==> src/design/rtsp_map.vh <==
`ifndef RTSP_MAP_VH
`define RTSP_MAP_VH

// Core clock rate in Hz
`define RTSP_CLK_HZ 10000000

// Software register map (word index on the plain register port)
`define RTSP_ADDR_W 7
`define RTSP_DATA_W 16
`define RTSP_CTRL_ADDR 7'h40
`define RTSP_STAT_ADDR 7'h41
`define RTSP_MEM_SEL_BIT 6

// Control register fields
`define RTSP_CTRL_ALT_BIT 0
`define RTSP_CTRL_FLOAT_BIT 1
`define RTSP_CTRL_CSEL_LO 2
`define RTSP_CTRL_CSEL_HI 4
`define RTSP_CTRL_SEQTX_BIT 5
`define RTSP_CTRL_SLEEP_LO 6
`define RTSP_CTRL_SLEEP_HI 7
`define RTSP_CTRL_RST 16'h001A

// Status register fields
`define RTSP_STAT_MODE_LO 0
`define RTSP_STAT_MODE_HI 2
`define RTSP_STAT_FRAME_BIT 3
`define RTSP_STAT_SHORT_BIT 4
`define RTSP_STAT_GP1_BIT 5
`define RTSP_STAT_GP2_BIT 6
`define RTSP_STAT_CRC_BIT 7

// Operating modes
`define RTSP_MODE_IDLE 3'h0
`define RTSP_MODE_DOZE 3'h1
`define RTSP_MODE_HIB 3'h2
`define RTSP_MODE_RX 3'h3
`define RTSP_MODE_TX 3'h4

// Sleep requests
`define RTSP_SLEEP_NONE 2'h0
`define RTSP_SLEEP_DOZE 2'h1
`define RTSP_SLEEP_HIB 2'h2

// Serial header layout
`define RTSP_HDR_RW_BIT 7
`define RTSP_HDR_ADDR_HI 5
`define RTSP_MIN_BURSTS 2'h3

// Clock output selections, Hz
`define RTSP_F0 16000000
`define RTSP_F1 8000000
`define RTSP_F2 4000000
`define RTSP_F3 2000000
`define RTSP_F4 1000000
`define RTSP_F5 62500
`define RTSP_F6 32786
`define RTSP_F7 16393
`define RTSP_CSEL_SLOW 3'h4

`endif

==> src/design/rtsp_clkdiv.v <==
`default_nettype none
`include "rtsp_map.vh"

module rtsp_clkdiv #(
    parameter CLK_HZ = `RTSP_CLK_HZ
) (
    input  wire       clock,
    input  wire       arst_n,
    input  wire [2:0] sel,
    input  wire       run,
    output reg        clkOut
);
    reg [15:0] cnt_reg;

    // Half period in core cycles, never below one
    function [15:0] halfCount;
        input [2:0] s;
        reg [31:0] f;
        reg [31:0] h;
        begin
            case (s)
                3'h0: f = `RTSP_F0;
                3'h1: f = `RTSP_F1;
                3'h2: f = `RTSP_F2;
                3'h3: f = `RTSP_F3;
                3'h4: f = `RTSP_F4;
                3'h5: f = `RTSP_F5;
                3'h6: f = `RTSP_F6;
                default: f = `RTSP_F7;
            endcase
            h = CLK_HZ / (2 * f);
            if (h == 32'h0) begin
                h = 32'h1;
            end
            halfCount = h[15:0];
        end
    endfunction

    always @(posedge clock or negedge arst_n) begin
        if (!arst_n) begin
            cnt_reg <= 16'h0000;
            clkOut  <= 1'b0;
        end else if (!run) begin
            cnt_reg <= 16'h0000;
            clkOut  <= 1'b0;
        end else if (cnt_reg >= halfCount(sel) - 16'h0001) begin
            cnt_reg <= 16'h0000;
            clkOut  <= ~clkOut;
        end else begin
            cnt_reg <= cnt_reg + 16'h0001;
        end
    end
endmodule

`default_nettype wire

==> src/design/rtsp_shift.v <==
`default_nettype none

module rtsp_shift (
    input  wire       clock,
    input  wire       arst_n,
    input  wire       enable,
    input  wire       frameN,
    input  wire       sclk,
    input  wire       sdi,
    input  wire       load,
    input  wire [7:0] txData,
    output reg  [7:0] rxData,
    output reg        byteDone,
    output reg        sdo
);
    reg       sclkPrev_reg;
    reg [2:0] bitCnt_reg;
    reg [7:0] txSh_reg;

    wire active = enable & ~frameN;
    wire rise   = active & sclk & ~sclkPrev_reg;
    wire fall   = active & ~sclk & sclkPrev_reg;

    always @(posedge clock or negedge arst_n) begin
        if (!arst_n) begin
            sclkPrev_reg <= 1'b0;
            bitCnt_reg   <= 3'h0;
            txSh_reg     <= 8'h00;
            rxData       <= 8'h00;
            byteDone     <= 1'b0;
            sdo          <= 1'b0;
        end else begin
            sclkPrev_reg <= sclk;
            byteDone     <= 1'b0;
            if (!active) begin
                bitCnt_reg <= 3'h0;
            end else if (rise) begin
                // Sample on rising edge, MSB first
                rxData     <= {rxData[6:0], sdi};
                bitCnt_reg <= bitCnt_reg + 3'h1;
                if (bitCnt_reg == 3'h7) begin
                    byteDone <= 1'b1;
                end
            end
            if (load) begin
                txSh_reg <= txData;
                sdo      <= txData[7];
            end else if (fall && bitCnt_reg != 3'h0) begin
                // Fall after the eighth rise keeps the freshly loaded MSB
                txSh_reg <= {txSh_reg[6:0], 1'b0};
                sdo      <= txSh_reg[6];
            end
        end
    end
endmodule

`default_nettype wire

==> src/design/rtsp_top.v <==
// Operation
// - Device is serial slave only; host alone drives clock and starts transfers.
// - Low frame select marks a transaction in progress.
// - A transaction holds at least three bursts, possibly more.
// - Clock idles low; sample on rising edge, change output on falling edge.
// - Each burst is eight bits, most significant bit first.
// - After header, bursts are all host writes or all device reads.
// - Only one data line carries meaning per burst after the header.
// - Payload after the header is at least two bytes.
// - Shift logic follows host clock; transfers to storage use the core clock.
// - Alternate select drives pin 2 checksum-valid and pin 1 out-of-idle.
// - Held reset keeps device off and discards stored contents; mem is not cleared by reset here.
// - Reset release enters idle with all registers at defaults.
// - Rising sequence start launches receive or transmit per programmed setting.
// - Sequence start held low forces idle.
// - Low wake input returns device from either sleep state to idle.
// - Clock output selectable among eight rates, 32.786 kHz after reset; here the three fastest settings all give 5 MHz.
// - Serial port dead in sleep states; only wake input honoured.
// - Serial output floats while frame select high, or drives low if selected.
// - General pins come out of reset as inputs without pull-ups.
`default_nettype none
`include "rtsp_map.vh"

module rtsp_top #(
    parameter CLK_HZ = `RTSP_CLK_HZ,
    parameter AW     = `RTSP_ADDR_W,
    parameter DW     = `RTSP_DATA_W
) (
    input  wire          clock,
    input  wire          arst_n,
    input  wire [AW-1:0] regAddr,
    input  wire [DW-1:0] regWrData,
    input  wire          regWr,
    input  wire          regRd,
    output reg  [DW-1:0] regRdData,
    input  wire          host_serial_clock,
    input  wire          frameSelN,
    input  wire          mosi,
    output reg           miso,
    output reg           misoOeN,
    input  wire          radio_sequence_start,
    input  wire          wake_request_n,
    input  wire          crcValid,
    output reg  [2:0]    radioMode,
    output wire          host_clock_output,
    input  wire          general_pin_1_in,
    output reg           general_pin_1_out,
    output reg           general_pin_1_oeN,
    input  wire          general_pin_2_in,
    output reg           general_pin_2_out,
    output reg           general_pin_2_oeN
);
    reg [DW-1:0] mem [0:63];
    reg [DW-1:0] ctrl_reg;
    reg [2:0]    mode_reg;
    reg          seqPrev_reg;
    reg          framePrev_reg;
    reg          hdrPending_reg;
    reg          isRead_reg;
    reg          hiPhase_reg;
    reg [5:0]    addr_reg;
    reg [7:0]    hiByte_reg;
    reg [7:0]    txData_reg;
    reg          load_reg;
    reg [1:0]    burstCnt_reg;
    reg          short_reg;
    reg          frameLive_reg;

    wire [7:0] rxByte;
    wire       byteDone;
    wire       shiftOut;

    // Control register address decode
    function ctrlHit;
        input [AW-1:0] a;
        begin
            ctrlHit = (a == `RTSP_CTRL_ADDR);
        end
    endfunction

    wire       altEn    = ctrl_reg[`RTSP_CTRL_ALT_BIT];
    wire       floatEn  = ctrl_reg[`RTSP_CTRL_FLOAT_BIT];
    wire [2:0] clkSel   = ctrl_reg[`RTSP_CTRL_CSEL_HI:`RTSP_CTRL_CSEL_LO];
    wire       seqTx    = ctrl_reg[`RTSP_CTRL_SEQTX_BIT];
    wire [1:0] sleepReq = ctrl_reg[`RTSP_CTRL_SLEEP_HI:`RTSP_CTRL_SLEEP_LO];

    wire asleep = (mode_reg == `RTSP_MODE_DOZE) | (mode_reg == `RTSP_MODE_HIB);
    wire serialOn = ~asleep;
    wire frameOn  = serialOn & ~frameSelN;
    wire frameStart = serialOn & framePrev_reg & ~frameSelN;
    wire frameEnd   = frameLive_reg & serialOn & frameSelN;
    wire seqRise    = radio_sequence_start & ~seqPrev_reg;

    // Oscillator off in hibernate; in doze only slow rates run
    wire clkRun = (mode_reg != `RTSP_MODE_HIB) &
                  ((mode_reg != `RTSP_MODE_DOZE) | (clkSel >= `RTSP_CSEL_SLOW));

    wire memBusSel = ~regAddr[`RTSP_MEM_SEL_BIT];
    wire serWrite  = byteDone & ~hdrPending_reg & ~isRead_reg & ~hiPhase_reg;
    wire busMemWr  = regWr & memBusSel & ~serWrite;
    wire ctrlWr    = regWr & ctrlHit(regAddr);
    wire statRd    = regRd & (regAddr == `RTSP_STAT_ADDR);

    wire [5:0] addrNext = addr_reg + 6'h01;
    wire [5:0] hdrAddr  = rxByte[`RTSP_HDR_ADDR_HI:0];

    rtsp_shift rtsp_shift_inst (
        .clock    (clock),
        .arst_n   (arst_n),
        .enable   (serialOn & frameLive_reg),
        .frameN   (frameSelN),
        .sclk     (host_serial_clock),
        .sdi      (mosi),
        .load     (load_reg),
        .txData   (txData_reg),
        .rxData   (rxByte),
        .byteDone (byteDone),
        .sdo      (shiftOut)
    );

    rtsp_clkdiv #(
        .CLK_HZ (CLK_HZ)
    ) rtsp_clkdiv_inst (
        .clock  (clock),
        .arst_n (arst_n),
        .sel    (clkSel),
        .run    (clkRun),
        .clkOut (host_clock_output)
    );

    // Storage moves on the core clock only
    always @(posedge clock) begin
        if (serWrite) begin
            mem[addr_reg] <= {hiByte_reg, rxByte};
        end else if (busMemWr) begin
            mem[regAddr[5:0]] <= regWrData;
        end
    end

    // Transaction sequencing
    always @(posedge clock or negedge arst_n) begin
        if (!arst_n) begin
            framePrev_reg  <= 1'b1;
            hdrPending_reg <= 1'b1;
            isRead_reg     <= 1'b0;
            hiPhase_reg    <= 1'b1;
            addr_reg       <= 6'h00;
            hiByte_reg     <= 8'h00;
            txData_reg     <= 8'h00;
            load_reg       <= 1'b0;
            burstCnt_reg   <= 2'h0;
            short_reg      <= 1'b0;
            frameLive_reg  <= 1'b0;
        end else begin
            framePrev_reg <= frameSelN;
            load_reg      <= 1'b0;
            if (!serialOn) begin
                frameLive_reg <= 1'b0;
            end
            if (statRd) begin
                short_reg <= 1'b0;
            end
            if (frameStart) begin
                frameLive_reg  <= 1'b1;
                hdrPending_reg <= 1'b1;
                hiPhase_reg    <= 1'b1;
                burstCnt_reg   <= 2'h0;
                txData_reg     <= 8'h00;
                load_reg       <= 1'b1;
            end else if (frameEnd) begin
                frameLive_reg  <= 1'b0;
                hdrPending_reg <= 1'b1;
                if (burstCnt_reg < `RTSP_MIN_BURSTS) begin
                    short_reg <= 1'b1;
                end
            end else if (byteDone) begin
                if (burstCnt_reg != `RTSP_MIN_BURSTS) begin
                    burstCnt_reg <= burstCnt_reg + 2'h1;
                end
                load_reg <= 1'b1;
                if (hdrPending_reg) begin
                    hdrPending_reg <= 1'b0;
                    isRead_reg     <= rxByte[`RTSP_HDR_RW_BIT];
                    addr_reg       <= hdrAddr;
                    hiPhase_reg    <= 1'b1;
                    if (rxByte[`RTSP_HDR_RW_BIT]) begin
                        txData_reg <= mem[hdrAddr][15:8];
                    end else begin
                        txData_reg <= 8'h00;
                    end
                end else if (isRead_reg) begin
                    if (hiPhase_reg) begin
                        txData_reg  <= mem[addr_reg][7:0];
                        hiPhase_reg <= 1'b0;
                    end else begin
                        addr_reg    <= addrNext;
                        txData_reg  <= mem[addrNext][15:8];
                        hiPhase_reg <= 1'b1;
                    end
                end else begin
                    txData_reg <= 8'h00;
                    if (hiPhase_reg) begin
                        hiByte_reg  <= rxByte;
                        hiPhase_reg <= 1'b0;
                    end else begin
                        addr_reg    <= addrNext;
                        hiPhase_reg <= 1'b1;
                    end
                end
            end
        end
    end

    // Operating mode and control register
    always @(posedge clock or negedge arst_n) begin
        if (!arst_n) begin
            mode_reg    <= `RTSP_MODE_IDLE;
            ctrl_reg    <= `RTSP_CTRL_RST;
            seqPrev_reg <= 1'b0;
        end else begin
            seqPrev_reg <= radio_sequence_start;
            if (ctrlWr) begin
                ctrl_reg <= regWrData;
            end
            case (mode_reg)
                `RTSP_MODE_IDLE: begin
                    if (seqRise) begin
                        mode_reg <= seqTx ? `RTSP_MODE_TX : `RTSP_MODE_RX;
                    end else if (sleepReq == `RTSP_SLEEP_DOZE && !ctrlWr) begin
                        mode_reg <= `RTSP_MODE_DOZE;
                        ctrl_reg[`RTSP_CTRL_SLEEP_HI:`RTSP_CTRL_SLEEP_LO] <=
                            `RTSP_SLEEP_NONE;
                    end else if (sleepReq == `RTSP_SLEEP_HIB && !ctrlWr) begin
                        mode_reg <= `RTSP_MODE_HIB;
                        ctrl_reg[`RTSP_CTRL_SLEEP_HI:`RTSP_CTRL_SLEEP_LO] <=
                            `RTSP_SLEEP_NONE;
                    end
                end
                `RTSP_MODE_DOZE, `RTSP_MODE_HIB: begin
                    if (!wake_request_n) begin
                        mode_reg <= `RTSP_MODE_IDLE;
                    end
                end
                `RTSP_MODE_RX, `RTSP_MODE_TX: begin
                    if (!radio_sequence_start) begin
                        mode_reg <= `RTSP_MODE_IDLE;
                    end
                end
                default: begin
                    mode_reg <= `RTSP_MODE_IDLE;
                end
            endcase
        end
    end

    // Pins and read port
    always @(posedge clock or negedge arst_n) begin
        if (!arst_n) begin
            miso              <= 1'b0;
            misoOeN           <= 1'b1;
            radioMode         <= `RTSP_MODE_IDLE;
            general_pin_1_out <= 1'b0;
            general_pin_1_oeN <= 1'b1;
            general_pin_2_out <= 1'b0;
            general_pin_2_oeN <= 1'b1;
            regRdData         <= {DW{1'b0}};
        end else begin
            radioMode <= mode_reg;
            if (frameOn) begin
                // Data only in read payload, zero otherwise
                miso    <= shiftOut & isRead_reg & ~hdrPending_reg;
                misoOeN <= 1'b0;
            end else begin
                miso    <= 1'b0;
                misoOeN <= floatEn;
            end
            general_pin_1_out <= altEn & (mode_reg != `RTSP_MODE_IDLE);
            general_pin_2_out <= altEn & crcValid;
            general_pin_1_oeN <= ~altEn;
            general_pin_2_oeN <= ~altEn;
            regRdData <= {DW{1'b0}};
            if (regRd) begin
                if (memBusSel) begin
                    regRdData <= mem[regAddr[5:0]];
                end else if (ctrlHit(regAddr)) begin
                    regRdData <= ctrl_reg;
                end else if (statRd) begin
                    regRdData[`RTSP_STAT_MODE_HI:`RTSP_STAT_MODE_LO] <= mode_reg;
                    regRdData[`RTSP_STAT_FRAME_BIT] <= frameOn;
                    regRdData[`RTSP_STAT_SHORT_BIT] <= short_reg;
                    regRdData[`RTSP_STAT_GP1_BIT]   <= general_pin_1_in;
                    regRdData[`RTSP_STAT_GP2_BIT]   <= general_pin_2_in;
                    regRdData[`RTSP_STAT_CRC_BIT]   <= crcValid;
                end
            end
        end
    end
endmodule

`default_nettype wire

==> config.mk <==
export PLATFORM = sky130hd
export DESIGN_NAME = rtsp_top
export DESIGN_NICKNAME = d
export VERILOG_FILES = /design/src/design/rtsp_clkdiv.v /design/src/design/rtsp_shift.v /design/src/design/rtsp_top.v
export VERILOG_INCLUDE_DIRS = /design/src /design/src/design
export SDC_FILE = /design/constraint.sdc
export NUM_CORES = 2
export LEC_CHECK = 0
export CORE_ASPECT_RATIO = 1.2
export CORE_MARGIN = 10
export CORE_UTILIZATION = 40
export CTS_CLUSTER_DIAMETER = 40
export DETAILED_ROUTE_END_ITERATION = 8
export DONT_BUFFER_PORTS = 1
export PLACE_DENSITY_LB_ADDON = 0.3
export SKIP_CTS_REPAIR_TIMING = 1
export SYNTH_ARGS = -nofsm -noshare
export SYNTH_HDL_FRONTEND = slang
export SYNTH_SLANG_ARGS = --single-unit
==> constraint.sdc <==
create_clock -name clock -period 116.8 [get_ports clock]
set_input_delay 23.36 -clock clock [delete_from_list [all_inputs] [get_ports clock]]
set_output_delay 23.36 -clock clock [all_outputs]
set_load 0.02 [all_outputs]
==> key figures <==
Power
  • P per Cell Area: 14.1 nW/um^2
  • Flop pwr share: 38.7%
  • Logic pwr share: between 20% and 30%
  • Net Sw Frac: a little under a third
  • Maximum vdd drop: about 0.000017 V
  • Internal: between 0.0008 and 0.0009 W
  • Leak: about 29 nW
  • Psw: roughly 0.00037 W
  • Proportion of power drawn by the clock network: around two fifths

Global route
  • GR met1 Demand/Resource: between 30% and 40%
  • Initial antenna violation count: 17
  • Grt total ovfl: 0
  • Met3 Use GR: 8.78%
  • First-pass GRT wire length: slightly above 400 mm
  • Gr busiest metal: met2
  • Tot GR Track Use: a little over a quarter
  • Largest net degree at the start of global routing: roughly 260
  • Vias in the first global route: roughly 57000
  • Met2 Use GR: 40.0%

Logic synthesis
  • Post-synthesis register bit count: between 1000 and 1500
  • Largest cells by area after synthesis: edfxtp_1, mux4_2, ha_1
  • Instance count of the mapped netlist: ~5900
  • YS warnings: 0
  • Sequential fraction of the synthesis area: between 40% and 50%
  • Yosys top cell by area: edfxtp_1
  • Synthesized area: approximately 77000 um^2
  • Post-synth ARST share: under 10%
  • Yosys cell types: between 100 and 150
  • Syn_area_per_cell: around 13 um^2
  • Post-synth EDFFs: between 1000 and 1500
  • Share of the synthesized area in the top cell type: between 40% and 50%
  • Prevailing post-synth register cell: edfxtp_1

Timing
  • Final setup vio count: 0
  • Final setup TNS: 0 ns
  • RSZ-0062 raised after global routing: no
  • Period utilisation layout: 42.7%
  • Slew Limit Fails: 0
  • Fmax: approximately 0.02 GHz
  • Setup Skew: between 0.05 and 0.06 ns
  • Worst slew pin tran: around 1.4 ns
  • Minimum clock period: approximately 50 ns
  • Hold Fails Final Rpt: 0
  • Max-slew headroom: 7.67%

Floorplanning
  • Core Box Area: about 190000 um^2
  • Die Span X: 419 um
  • IO Pins: 61
  • Die area: 209000 um^2
  • Die span in y: around 500 um
  • Starting Density: approximately 40%
  • Num rows: about 180

Setup path
  • Crit path DAT: just over 50 ns
  • WP data required: 117.51 ns
  • Crit path kind: reg2reg
  • Worst path slowest cell: dfstp_2
  • CP endpoint kind: register
  • CP peak stage delay: about 0.90 ns
  • Crit path max fanout: 29
  • Startpoint Class: register

Cells and area
  • Layout area overhead: 11.0%
  • Fin util: 44.8%
  • Net count, final: about 6000
  • Max reg flops: between 1000 and 1500
  • Biggest register: mem
  • Share of cells above drive strength 1: around 25%

Route
  • Routed vias: between 50000 and 60000
  • Post-DR vias/cell: ~7
  • Final ANT Viol Nets: 0
  • Wire per inst: ~34 um
  • Routed wire length: about 280 mm
  • Drt pass-1 iters: 7
  • DR iter-0 viols: between 7000 and 8000
  • Remaining DRCs: 0

Outcome
  • Status: finished clean

Clock network
  • CTS Buf Count: roughly 150
  • Clk Latency, worst-skew pair: a little over 0.8 ns
  • CTS tree: done
  • Clock sink total: 1137
  • Clock root buffer master: clkbuf_16
  • Clk pin slew, worst setup/hold paths: about 0.050 ns
  • CTS Buffer Depth: 3
  • CTS H-tree lvls: 4

Placement
  • Number of port buffers: 0
  • RD Place Congestion: between 0.9 and 1
  • HPWL after DPL: roughly 190 mm

Job
  • Max Cap Violations: 0

Worst hold path
  • Worst hold-check path type: reg2reg
worst max-delay path: cells and delay by family, from the launching register on:
| kind | cells | cell delay [ns] |
|---|---|---|
| fa+ha+maj | 18 | 6.18 |
| buf+inv | 13 | 2.45 |
| mux | 10 | 3.23 |
| compound gates | 88 | 19.06 |
| xor+xnor | 2 | 0.30 |
| flops | 1 | 0.90 |
| simple gates | 81 | 17.58 |
cell usage after synthesis (100+ instances only):
cell	number
edfxtp_1	1024
mux4_2	800
nand2_1	486
nor2_1	420
a21oi_1	362
ha_1	286
o21ai_0	265
clkbuf_1	246
xnor2_1	159
nand3_1	131
a21o_1	119
dfrtp_1	105
buf_1	100
inv_1	100
worst paths after layout:
path,startpoint,end,slack [ns],cells past startpoint
min,txData_reg[1],rtsp_shift_inst.txSh_reg[1],0.49,2
min in group asynchronous,arst_n,ctrl_reg[0],22.30,0
max in group asynchronous,arst_n,rtsp_shift_inst.rxData[0],93.98,0
max,ctrl_reg[3],rtsp_clkdiv_inst.cnt_reg[6],66.92,212
max reg2reg,ctrl_reg[3],rtsp_clkdiv_inst.cnt_reg[6],66.92,212
min reg2reg,txData_reg[1],rtsp_shift_inst.txSh_reg[1],0.49,2
area by class of cell:
| type | instances | area (um^2) |
|---|---|---|
| Sequential cell | 1137 | 33600 |
| Tap cell | 2478 | 3100 |
| Clock buffer | 176 | 4090 |
| Fill cell | 16715 | 105000 |
| Inverter | 112 | 420 |
| Clock inverter | 106 | 1050 |
| Timing Repair Buffer | 128 | 986 |
| Multi-Input combinational cell | 4282 | 41600 |
| Antenna cell | 16 | 40.0 |
per-stage QoR:
step / total power, W / hold slack, ns / cells / worst slack [ns] / cell area [um^2]
after floorplan: 0.000656 / 0.352 / 5900 / 73.89 / 76600
after global placement: 0.000731 / 0.469 / 8137 / 69.33 / 79800
after detailed placement: 0.000731 / 0.482 / 8137 / 68.21 / 79800
after CTS: 0.00119 / 0.472 / 8419 / 68.05 / 84900
after global routing: 0.00124 / 0.507 / 8424 / 63.41 / 84900
final: 0.00120 / 0.488 / 8435 / 66.92 / 85000
placed cells by master (no fill, tap or decap), types with 84 or more instances in the layout:
cell       netlist  layout
a21o_1         119     119
xor2_1          86      84
xnor2_1        159     156
dfrtp_1        105      97
nand3_1        131     131
nand2_1        486     486
inv_1          100     100
a21oi_1        362     360
mux4_2         800     800
ha_1           286     283
clkbuf_16        0     160
buf_4            7     126
mux2_2          86      86
o21ai_0        265     264
nor2_1         420     352
edfxtp_1      1024    1024
power by group through the flow:
stage          logic [W]  clock network, W  registers, W
2_1_floorplan   0.000194                 0      0.000462
3_3_place_gp    0.000259                 0      0.000472
3_5_place_dp    0.000259                 0      0.000472
4_1_cts         0.000260          0.000471      0.000464
5_1_grt         0.000283          0.000488      0.000464
6_report        0.000266          0.000468      0.000464
kinds of logic (layout without fill, tap and decap cells):
family	count (synthesis)	in the layout	synth area share [%]
other	2	34	0.00982
adder cells (fa/ha/maj)	286	286	4.68
AO/OA/AOI/OAI	1270	1270	11.1
XOR/XNOR	247	247	2.85
multiplexers	938	938	25.5
AND/OR/NAND/NOR	1523	1523	9.53
buffers and inverters	481	522	2.43
flip-flops	1137	1137	43.9
layer usage:
metal  up-vias  share of wire, %
li1      23631                 -
met1     29290                37
met2      3737                45
met3       809                13
met4        12               5.6
met5         -             0.029
Note: power is estimated with default switching activity, not from simulation.
